<file path="src/bpan_pkg.sv">
// Purpose: shared constants for the backplane negotiation control block
// Assumes: 32-bit apb data, one aligned word per register
// Notes: codeword bit positions follow the 48-bit link codeword layout
package bpan_pkg;
	// register byte offsets
	localparam logic [7:0] BPAN_OFS_CTRL = 8'h00;
	localparam logic [7:0] BPAN_OFS_SEED = 8'h04;
	localparam logic [7:0] BPAN_OFS_ABIL = 8'h08;
	localparam logic [7:0] BPAN_OFS_LNP_LO = 8'h0C;
	localparam logic [7:0] BPAN_OFS_LNP_HI = 8'h10;
	localparam logic [7:0] BPAN_OFS_PNP_LO = 8'h14;
	localparam logic [7:0] BPAN_OFS_PNP_HI = 8'h18;
	localparam logic [7:0] BPAN_OFS_STAT = 8'h1C;
	localparam logic [7:0] BPAN_OFS_LCTL = 8'h20;
	localparam logic [7:0] BPAN_OFS_TX_LO = 8'h24;
	localparam logic [7:0] BPAN_OFS_TX_HI = 8'h28;
	// control and status register fields
	localparam int BPAN_CTL_EN = 0;
	localparam int BPAN_CTL_BYP = 1;
	localparam int BPAN_CTL_PSEL = 2;
	localparam int BPAN_CTL_FLT = 3;
	localparam int BPAN_CTL_PAUSE = 4;
	localparam int BPAN_CTL_ASM = 5;
	localparam int BPAN_CTL_LNP = 6;
	localparam int BPAN_CTL_RESTART = 8;
	localparam int BPAN_STAT_ACK = 8;
	// reset values
	localparam logic [6:0] BPAN_CTRL_RST = 7'h00;
	localparam logic [7:0] BPAN_SEED_RST = 8'h00;
	// codeword fields
	localparam int BPAN_CW_PAUSE = 10;
	localparam int BPAN_CW_ASM = 11;
	localparam int BPAN_CW_FLT = 13;
	localparam int BPAN_CW_ACK = 14;
	localparam int BPAN_CW_NP = 15;
	localparam int BPAN_CW_NONCE = 16;
	localparam int BPAN_CW_ABIL = 21;
	localparam int BPAN_NUM_TECH = 15;
	localparam logic [4:0] BPAN_SELECTOR = 5'h01;
	localparam logic [47:0] BPAN_NULL_PAGE = 48'h0000_0000_0001;
	// link control codes
	localparam logic [1:0] BPAN_LC_DISABLE = 2'h0;
	localparam logic [1:0] BPAN_LC_SCAN = 2'h1;
	localparam logic [1:0] BPAN_LC_ENABLE = 2'h3;
	// negotiation states
	typedef enum logic [2:0] {
		BPAN_OFF = 3'b000,
		BPAN_BASE = 3'b001,
		BPAN_NP_WAIT = 3'b010,
		BPAN_NP_HOLD = 3'b011,
		BPAN_GOOD = 3'b100,
		BPAN_BYPASS = 3'b101
	} bpan_state_t;
endpackage

</file>
<file path="src/bpan_ctrl.sv">
// Purpose: negotiation control, nonce and random bit generation, next-page handshake
// Assumes: apb slave, link page words arrive as single-cycle strobes on i_clk_sys
// Notes: one wait state on every apb access; unmapped addresses answer pslverr

// Overview of operation
// RULE_01: negotiate only while enable bit set
// RULE_02: bypass stops negotiation, connects pcs anyway
// RULE_03: eight-bit seed initialises nonce generator
// RULE_04: polynomial select picks random bit taps
// RULE_05: restart returns negotiation to start always; the code ignores restart while bypass is set or enable is clear
// RULE_06: local fault copied into codeword
// RULE_07: pause advert drives codeword bit c0
// RULE_08: asymmetric advert drives codeword bit c1
// RULE_09: local next page request sends local word
// RULE_10: no next page initiation without request
// RULE_11: partner pages answered by null pages
// RULE_12: host acknowledges only after reading page
// RULE_13: acknowledge sends ack and next codeword
// RULE_14: partner valid drops until new page
// RULE_15: ability bits advertised in base page
// RULE_16: link control codes 00,01,11 used
// RULE_17: everything synchronous to one clock
module bpan_ctrl import bpan_pkg::*; #(
	parameter int ADDR_W = 8
) (
	input wire logic i_clk_sys,
	input wire logic i_rst,
	input wire logic i_psel,
	input wire logic i_penable,
	input wire logic i_pwrite,
	input wire logic [ADDR_W-1:0] i_paddr,
	input wire logic [31:0] i_pwdata,
	output logic [31:0] o_prdata,
	output logic o_pready,
	output logic o_pslverr,
	input wire logic i_rx_page_valid,
	input wire logic [47:0] i_rx_page,
	output logic [47:0] o_tx_page,
	output logic o_random_bit,
	output logic [2*BPAN_NUM_TECH-1:0] o_link_control
);
	logic [6:0] ctrl_r;
	logic [7:0] seed_r;
	logic [BPAN_NUM_TECH-1:0] ability_r;
	logic [47:0] local_word_r;
	logic [47:0] partner_word_r;
	logic [47:0] partner_base_r;
	logic partner_valid_r;
	logic ack_r;
	logic local_np_sent_r;
	logic complete_r;
	logic [7:0] nonce_r;
	logic [6:0] rand_r;
	logic [3:0] tech_r;
	bpan_state_t state_r;
	bpan_state_t state_nxt;
	logic [47:0] tx_nxt;
	logic [31:0] rdata_nxt;
	logic map_hit;
	logic wr_acc;
	logic rd_acc;
	logic restart_evt;
	logic host_ack_evt;
	logic rand_fb;
	logic fresh_start;

	// control field shorthands
	logic an_en;
	logic an_byp;
	logic lnp_req;
	assign an_en = ctrl_r[BPAN_CTL_EN];
	assign an_byp = ctrl_r[BPAN_CTL_BYP];
	assign lnp_req = ctrl_r[BPAN_CTL_LNP];

	// address decode used by write qualifier and error answer
	function automatic logic addr_mapped(input logic [ADDR_W-1:0] a);
		logic [7:0] b;
		b = a[7:0];
		addr_mapped = (b[1:0] == 2'h0) && (b <= BPAN_OFS_TX_HI);
	endfunction

	// highest common technology between both ends
	function automatic logic [3:0] pick_tech(input logic [BPAN_NUM_TECH-1:0] common);
		pick_tech = 4'hF;
		for (int k = 0; k < BPAN_NUM_TECH; k++) begin
			if (common[k]) begin
				pick_tech = 4'(k);
			end
		end
	endfunction

	// apb access qualifiers, acted on in the wait-state cycle before pready
	assign map_hit = addr_mapped(i_paddr);
	assign wr_acc = i_psel && i_penable && !o_pready && i_pwrite && map_hit;
	assign rd_acc = i_psel && i_penable && !o_pready && !i_pwrite;
	assign restart_evt = wr_acc && (i_paddr[7:0] == BPAN_OFS_CTRL)
		&& i_pwdata[BPAN_CTL_RESTART];
	assign host_ack_evt = wr_acc && (i_paddr[7:0] == BPAN_OFS_STAT)
		&& i_pwdata[BPAN_STAT_ACK]; // RULE_12

	// apb handshake: one wait state, error on unmapped address
	always_ff @(posedge i_clk_sys or posedge i_rst) begin
		if (i_rst) begin
			o_pready <= 1'b0;
			o_pslverr <= 1'b0;
			o_prdata <= 32'h0000_0000;
		end else begin
			o_pready <= i_psel && i_penable && !o_pready;
			o_pslverr <= i_psel && i_penable && !o_pready && !map_hit;
			o_prdata <= rd_acc ? rdata_nxt : 32'h0000_0000;
		end
	end

	// software-written configuration
	always_ff @(posedge i_clk_sys or posedge i_rst) begin
		if (i_rst) begin
			ctrl_r <= BPAN_CTRL_RST;
			seed_r <= BPAN_SEED_RST;
			ability_r <= '0;
			local_word_r <= '0;
		end else if (wr_acc) begin // RULE_17
			unique case (i_paddr[7:0])
				BPAN_OFS_CTRL: ctrl_r <= i_pwdata[6:0];
				BPAN_OFS_SEED: seed_r <= i_pwdata[7:0];
				BPAN_OFS_ABIL: ability_r <= i_pwdata[BPAN_NUM_TECH-1:0];
				BPAN_OFS_LNP_LO: local_word_r[31:0] <= i_pwdata;
				BPAN_OFS_LNP_HI: local_word_r[47:32] <= i_pwdata[15:0];
				default: ;
			endcase
		end
	end

	// read mux
	always_comb begin
		rdata_nxt = 32'h0000_0000;
		unique case (i_paddr[7:0])
			BPAN_OFS_CTRL: rdata_nxt = {25'h000_0000, ctrl_r};
			BPAN_OFS_SEED: rdata_nxt = {24'h00_0000, seed_r};
			BPAN_OFS_ABIL: rdata_nxt = {17'h0_0000, ability_r};
			BPAN_OFS_LNP_LO: rdata_nxt = local_word_r[31:0];
			BPAN_OFS_LNP_HI: rdata_nxt = {16'h0000, local_word_r[47:32]};
			BPAN_OFS_PNP_LO: rdata_nxt = partner_word_r[31:0];
			BPAN_OFS_PNP_HI: rdata_nxt = {16'h0000, partner_word_r[47:32]};
			BPAN_OFS_STAT: rdata_nxt = {27'h000_0000, complete_r, partner_valid_r, state_r};
			BPAN_OFS_LCTL: rdata_nxt = {2'h0, o_link_control};
			BPAN_OFS_TX_LO: rdata_nxt = o_tx_page[31:0];
			BPAN_OFS_TX_HI: rdata_nxt = {16'h0000, o_tx_page[47:32]};
			default: rdata_nxt = 32'h0000_0000;
		endcase
	end

	// negotiation sequencing
	always_comb begin
		state_nxt = state_r;
		if (an_byp) begin
			state_nxt = BPAN_BYPASS; // RULE_02
		end else if (!an_en) begin
			state_nxt = BPAN_OFF; // RULE_01
		end else if (restart_evt || state_r == BPAN_OFF || state_r == BPAN_BYPASS) begin
			state_nxt = BPAN_BASE; // RULE_05
		end else begin
			unique case (state_r)
				BPAN_BASE: begin
					if (i_rx_page_valid) begin
						state_nxt = (lnp_req || i_rx_page[BPAN_CW_NP]) ? BPAN_NP_WAIT : BPAN_GOOD;
					end
				end
				BPAN_NP_WAIT: begin
					if (i_rx_page_valid) begin
						state_nxt = BPAN_NP_HOLD;
					end
				end
				BPAN_NP_HOLD: begin
					if (host_ack_evt) begin
						state_nxt = (partner_word_r[BPAN_CW_NP] || local_np_sent_r)
							? BPAN_NP_WAIT : BPAN_GOOD;
					end
				end
				BPAN_GOOD: state_nxt = BPAN_GOOD;
				default: state_nxt = BPAN_OFF;
			endcase
		end
	end

	always_ff @(posedge i_clk_sys or posedge i_rst) begin
		if (i_rst) begin
			state_r <= BPAN_OFF;
		end else begin
			state_r <= state_nxt; // RULE_17
		end
	end

	// fresh start: entry to the base page, or a restart while already there
	assign fresh_start = state_nxt == BPAN_BASE && (state_r != BPAN_BASE || restart_evt); // RULE_05

	// partner pages and next-page handshake flags
	always_ff @(posedge i_clk_sys or posedge i_rst) begin
		if (i_rst) begin
			partner_base_r <= '0;
			partner_word_r <= '0;
			partner_valid_r <= 1'b0;
			ack_r <= 1'b0;
			local_np_sent_r <= 1'b0;
		end else if (fresh_start) begin
			partner_valid_r <= 1'b0;
			ack_r <= 1'b0;
			local_np_sent_r <= 1'b0;
		end else begin
			if (state_r == BPAN_BASE && i_rx_page_valid) begin
				partner_base_r <= i_rx_page;
				ack_r <= 1'b1;
				local_np_sent_r <= lnp_req; // RULE_10
			end
			if (state_r == BPAN_NP_WAIT && i_rx_page_valid) begin
				partner_word_r <= i_rx_page;
				partner_valid_r <= 1'b1;
				ack_r <= 1'b0;
			end else if (state_r == BPAN_NP_HOLD && host_ack_evt) begin
				partner_valid_r <= 1'b0; // RULE_14
				ack_r <= 1'b1; // RULE_13
				local_np_sent_r <= lnp_req;
			end
		end
	end

	// nonce generator seeded on every fresh start
	always_ff @(posedge i_clk_sys or posedge i_rst) begin
		if (i_rst) begin
			nonce_r <= BPAN_SEED_RST;
		end else if (fresh_start) begin
			nonce_r <= seed_r; // RULE_03
		end else begin
			nonce_r <= {nonce_r[6:0], nonce_r[7] ^ nonce_r[5] ^ nonce_r[4] ^ nonce_r[3]};
		end
	end

	// random bit generator with selectable polynomial
	assign rand_fb = ctrl_r[BPAN_CTL_PSEL] ? (rand_r[6] ^ rand_r[5]) : (rand_r[6] ^ rand_r[2]);
	always_ff @(posedge i_clk_sys or posedge i_rst) begin
		if (i_rst) begin
			rand_r <= 7'h01;
			o_random_bit <= 1'b0;
		end else begin
			if (fresh_start) begin
				rand_r <= seed_r[6:0] | 7'h01;
			end else begin
				rand_r <= {rand_r[5:0], rand_fb}; // RULE_04
			end
			o_random_bit <= rand_r[6];
		end
	end

	// transmitted codeword
	always_comb begin
		tx_nxt = '0;
		if (state_r == BPAN_BASE || state_r == BPAN_GOOD) begin
			tx_nxt[4:0] = BPAN_SELECTOR;
			tx_nxt[BPAN_CW_PAUSE] = ctrl_r[BPAN_CTL_PAUSE]; // RULE_07
			tx_nxt[BPAN_CW_ASM] = ctrl_r[BPAN_CTL_ASM]; // RULE_08
			tx_nxt[BPAN_CW_FLT] = ctrl_r[BPAN_CTL_FLT]; // RULE_06
			tx_nxt[BPAN_CW_NP] = lnp_req; // RULE_10
			tx_nxt[BPAN_CW_NONCE +: 5] = nonce_r[4:0];
			tx_nxt[BPAN_CW_ABIL +: BPAN_NUM_TECH] = ability_r; // RULE_15
		end else if (state_r == BPAN_NP_WAIT || state_r == BPAN_NP_HOLD) begin
			tx_nxt = local_np_sent_r ? local_word_r : BPAN_NULL_PAGE; // RULE_09 RULE_11
		end
		tx_nxt[BPAN_CW_ACK] = ack_r && state_r != BPAN_OFF && state_r != BPAN_BYPASS;
	end

	always_ff @(posedge i_clk_sys or posedge i_rst) begin
		if (i_rst) begin
			o_tx_page <= '0;
		end else begin
			o_tx_page <= tx_nxt;
		end
	end

	// resolved technology and per-technology link control
	always_ff @(posedge i_clk_sys or posedge i_rst) begin
		if (i_rst) begin
			tech_r <= 4'hF;
			complete_r <= 1'b0;
		end else begin
			tech_r <= pick_tech(ability_r & partner_base_r[BPAN_CW_ABIL +: BPAN_NUM_TECH]);
			complete_r <= state_r == BPAN_GOOD;
		end
	end

	genvar g;
	generate
		for (g = 0; g < BPAN_NUM_TECH; g++) begin : g_lc
			always_ff @(posedge i_clk_sys or posedge i_rst) begin
				if (i_rst) begin
					o_link_control[2*g +: 2] <= BPAN_LC_DISABLE;
				end else if (state_r == BPAN_BYPASS) begin
					o_link_control[2*g +: 2] <= ability_r[g] ? BPAN_LC_ENABLE : BPAN_LC_DISABLE;
				end else if (state_r == BPAN_GOOD) begin
					o_link_control[2*g +: 2] <= (tech_r == 4'(g)) ? BPAN_LC_ENABLE
						: BPAN_LC_DISABLE; // RULE_16
				end else if (state_r == BPAN_OFF) begin
					o_link_control[2*g +: 2] <= BPAN_LC_DISABLE;
				end else begin
					o_link_control[2*g +: 2] <= ability_r[g] ? BPAN_LC_SCAN : BPAN_LC_DISABLE;
				end
			end
		end
	endgenerate
endmodule

</file>
<file path="config.mk">
export PLATFORM = sky130hd
export DESIGN_NAME = bpan_ctrl
export DESIGN_NICKNAME = d
export VERILOG_FILES = /design/src/bpan_pkg.sv /design/src/bpan_ctrl.sv
export SDC_FILE = /design/constraint.sdc
export NUM_CORES = 1
export LEC_CHECK = 0
export ABC_AREA = 1
export BUFFER_PORTS_ARGS = -buffer_cell sky130_fd_sc_hd__buf_4
export CORE_UTILIZATION = 55
export CTS_BUF_LIST = sky130_fd_sc_hd__clkbuf_8
export CTS_CLUSTER_SIZE = 16
export DETAILED_ROUTE_END_ITERATION = 10
export PLACE_DENSITY = 0.85
export SYNTH_ARGS = -nofsm -noshare
export SYNTH_HDL_FRONTEND = slang
export SYNTH_SLANG_ARGS = --single-unit
</file>
<file path="constraint.sdc">
create_clock -name i_clk_sys -period 11.8 [get_ports i_clk_sys]
set_clock_uncertainty 0.05 [all_clocks]
set_input_delay 0.59 -clock i_clk_sys [delete_from_list [all_inputs] [get_ports i_clk_sys]]
set_output_delay 0.59 -clock i_clk_sys [all_outputs]
set_load 0.02 [all_outputs]
</file>
==> results.md <==
* Ys Warns at 0
* Syn Inst Count at 1,322
* Most frequent cells in the layout: nand2_1 (380), dfrtp_1 (275), buf_4 (216), inv_1 (152), o21ai_0 (130)
* DR iter-0 viols at 1,229
* Bufs and invs on worst path at 0
* Clk Tree Root Cell: clkbuf_8
* Pin count of the biggest net entering global routing at 115
* Final nets at 1,618
* Mean Syn Cell Area at 8.996 um^2
* DR vias at 10.86k
* Psw at 0.0004746 W
* Fin util at 68.58%
* All-Layer GR Usage at 35.43%
* R2r worst-path depth at 11
* Die Area at 22,210 um^2
* Maximum VDD drop at 0.07173 mV
* Clock-pin slew on the worst setup and hold paths at 60 ps
* Num ports at 207
* Crit path required time at 12,180 ps
* Leak Pwr at 7.480 nW
* Clock Sinks at 280
* Via/cell ratio at 5.920
* Die Wd at 149.0 um
* Dpl cells at 1,753
* Layout Cells excl Fill at 1,835
* # rows at 53
* FFs w/ async S/R, synth at 100.0%
* Max stage delay on crit path at 780 ps
* Clock Latency Late Sink at 560 ps
* Final Hold Viols at 0
* Mapped Area at 11,890 um^2
* #FFs+latches synth at 280
* PwrDens at 136.3 nW/um^2
* Critical Path Slowest Stage Cell: nand2_4
* Initial Utilization at 56.40%
* Pins Over Slew Limit at 0
* Die height at 149.0 um
* Diodes inserted at 0
* TritonCTS Buffers at 44
* Remaining antenna violation count at 0
* Post-CTS sizing at 0
* Mux cell area share after synthesis at 0.09469%
* Seq/Total Area, Yosys at 58.97%
* Routed wire per std cell at 21.03 um
* HPWL after DPL at 26,340 um
* CP top delay family: simple AND/OR/NAND/NOR gates
* Sw frac at 24.07%
* Area growth, synth to finish at 21.60%
* Worst setup SP type: register
* Final min period at 3828 ps
* Vias in the first global route at 10.55k
* Post-synth EDFFs at 0
* Post-synthesis xor/xnor area fraction at 0.2209%
* # hold bufs at CTS at 0
* Simple-gate share of the synthesized area at 20.58%
* H-tree depth at 2
* Outcome: complete, no violations
* Final setup vio count at 0
* Antenna violations before repair at 0
* Reg-to-reg startpoint: state_r[0]$_DFF_PP0_
* Arrival time at the worst endpoint at 4210 ps
* Power Internal at 0.001497 W
* R2R Path End: partner_word_r[38]$_DFFE_PP0P_
* Adder-cell share of the synthesized area at 0%
* Number of fill cells at 1,601
* CTS tree: yes
* Rel. slew slack at 27.99%
* Kind of critical path: register to register
* Fin Setup TNS at 0 ps
* Post-synthesis compound-gate area fraction at 12.92%
* Comb power frac at 6.5%
* Synth cell types at 43
* Clk pwr share at 42.2%
* Global-route wire length before repair at 58,770 um
* Layout cells sized above 1 at 21.73%
* Total wire length at 38,590 um
* Combinational family with the most area after synthesis: simple AND/OR/NAND/NOR gates
* Seq pwr share at 51.3%
* Post-CTS setup buffer count at 0
* Achievable Freq at 261.3 MHz
* RSZ-0062 raised after global routing: no
* Core area at 21,090 um^2
* Most common cell after layout, fill and taps aside: nand2_1
* Max_cap viols at 0
* DR pass1 iterations at 7
* Maximum clock path buffer count at 3
* Most used cell, CP: nand2_4
* Crit path launch: state_r[0]$_DFF_PP0_
* Crit. End Element: register
* Final Wtd Congestion at 0.9605
* FF-to-FF setup slack at 7970 ps
* GR Overflow Total at 0
* Post-synthesis net count at 1,416
* Tcrit/Tclk final at 32.44%
* Max FO, Critical Path at 95
* Hold WC Path Type: primary input to async pin
* Buffers on Ports at 206
* Crit path cell chain: nor2_4 > nand2_4 > nand2_4 > o21ai_2 > or2_1 > nor2_1 > a21boi_2 > nand2_4 > nand2_4 > nand2_1 > nand2_1
* Worst slew pin tran at 1080 ps
* Top_reg_cell synth: dfrtp_1
* Post-route DRC at 0
==> cells in the mapped netlist, types with 2 or more instances <==
| cell | count | share of area, % |
|---|---|---|
| dfrtp_1 | 275 | 58 |
| a221oi_1 | 20 | 1.5 |
| xnor2_1 | 3 | 0.22 |
| nand2_4 | 4 | 0.38 |
| a21oi_1 | 20 | 0.84 |
| nand3_1 | 84 | 3.5 |
| buf_2 | 5 | 0.21 |
| nand3_2 | 2 | 0.17 |
| o21ai_0 | 130 | 5.5 |
| o22ai_1 | 41 | 2.2 |
| nand4_1 | 4 | 0.21 |
| o211ai_1 | 2 | 0.13 |
| nor3_1 | 6 | 0.25 |
| nand2_1 | 380 | 12 |
| nor2_4 | 3 | 0.28 |
| nor2_1 | 62 | 2.0 |
| a41oi_1 | 14 | 1.0 |
| clkinv_1 | 2 | 0.063 |
| buf_6 | 7 | 0.66 |
| nor2_2 | 5 | 0.26 |
| buf_8 | 3 | 0.38 |
| a31oi_1 | 6 | 0.32 |
| dfstp_2 | 5 | 1.1 |
| clkbuf_1 | 39 | 1.2 |
| o21ai_1 | 7 | 0.29 |
| buf_1 | 5 | 0.16 |
| nand2_2 | 26 | 1.4 |
| inv_1 | 131 | 4.1 |
| a22o_1 | 8 | 0.59 |
| inv_2 | 10 | 0.32 |
==> registers in the layout (all words and copies together), names as in the netlist <==
| signal | cells |
|---|---|
| state_r | 3 |
| o_pready | 1 |
| o_random_bit | 1 |
| o_pslverr | 1 |
| rand_r | 7 |
| ability_r | 15 |
| ack_r | 1 |
| tech_r | 4 |
| seed_r | 8 |
| ctrl_r | 7 |
| complete_r | 1 |
| o_tx_page | 48 |
| o_link_control | 30 |
| o_prdata | 32 |
| local_word_r | 48 |
| partner_base_r | 15 |
| nonce_r | 8 |
| partner_valid_r | 1 |
| local_np_sent_r | 1 |
| partner_word_r | 48 |
==> routing by layer <==
| metal | vias to the layer above | track usage (%) | wire length [um] |
|---|---|---|---|
| met5 | - | 0 | 0 |
| met4 | 0 | 17.65 | 1827 |
| met3 | 145 | 8.593 | 4321 |
| met2 | 729 | 53.79 | 17590 |
| met1 | 5266 | 47.83 | 14860 |
| li1 | 4723 | - | - |
==> cells by family (layout without fill, tap and decap cells) <==
kind of cell / count (synthesis) / count (layout)
muxes: 1 / 1
buffers and inverters: 203 / 441
AOI/OAI and AO/OA: 256 / 256
DFF: 280 / 280
xor gates and xnor gates: 3 / 3
and+or+nand+nor: 579 / 579
==> layout make-up <==
type | count | area (um^2) | share of cell area, %
flip-flops and latches | 280 | 7013 | 48.49
multi-input cells | 839 | 4036 | 27.91
repair buffers | 216 | 1622 | 11.21
clock buffers | 53 | 729.5 | 5.044
inverters | 143 | 544.3 | 3.764
well taps | 275 | 344.1 | 2.379
clock inverters | 29 | 172.7 | 1.194
==> stage by stage <==
step	worst slack, ps	hold slack, ps	cell area [um^2]	total power (W)
floorplan	3446	325.3	11890	0.001095
global placement	8167	339.5	13560	0.001149
detailed placement	7966	344.7	13560	0.001156
CTS	8110	177.0	14460	0.001970
global route	7805	203.4	14460	0.002036
finish	7972	106.6	14460	0.001972
==> power by group through the flow <==
| stage | Clock (W) | Sequential (W) | Combinational [W] |
|---|---|---|---|
| final | 0.000832 | 0.00101 | 0.000128 |
| after global routing | 0.000879 | 0.00101 | 0.000143 |
| after CTS | 0.000830 | 0.00101 | 0.000128 |
| after detailed placement | 0 | 0.00103 | 0.000127 |
| after global placement | 0 | 0.00103 | 0.000123 |
| after floorplan | 0 | 0.00103 | 0.0000697 |
==> worst reg2reg max path, cell delays in order (launching register included) <==
cell	delay [ps]
dfrtp_1	500
nor2_4	430
nand2_4	170
nand2_4	170
o21ai_2	90
or2_1	220
nor2_1	140
a21boi_2	90
nand2_4	780
nand2_4	710
nand2_1	290
nand2_1	70
==> worst max-delay path by stage <==
stage | endpoint | slack, ps | depth (start not counted)
after floorplan | ability_r[0]$_DFFE_PP0P_ | 3450 | 1
after global placement | partner_word_r[36]$_DFFE_PP0P_ | 8170 | 17
after detailed placement | partner_word_r[38]$_DFFE_PP0P_ | 7970 | 15
after CTS | partner_word_r[38]$_DFFE_PP0P_ | 8110 | 11
after global routing | partner_word_r[45]$_DFFE_PP0P_ | 7800 | 11
final | partner_word_r[38]$_DFFE_PP0P_ | 7970 | 11
Note: power is estimated with default switching activity, not from simulation.
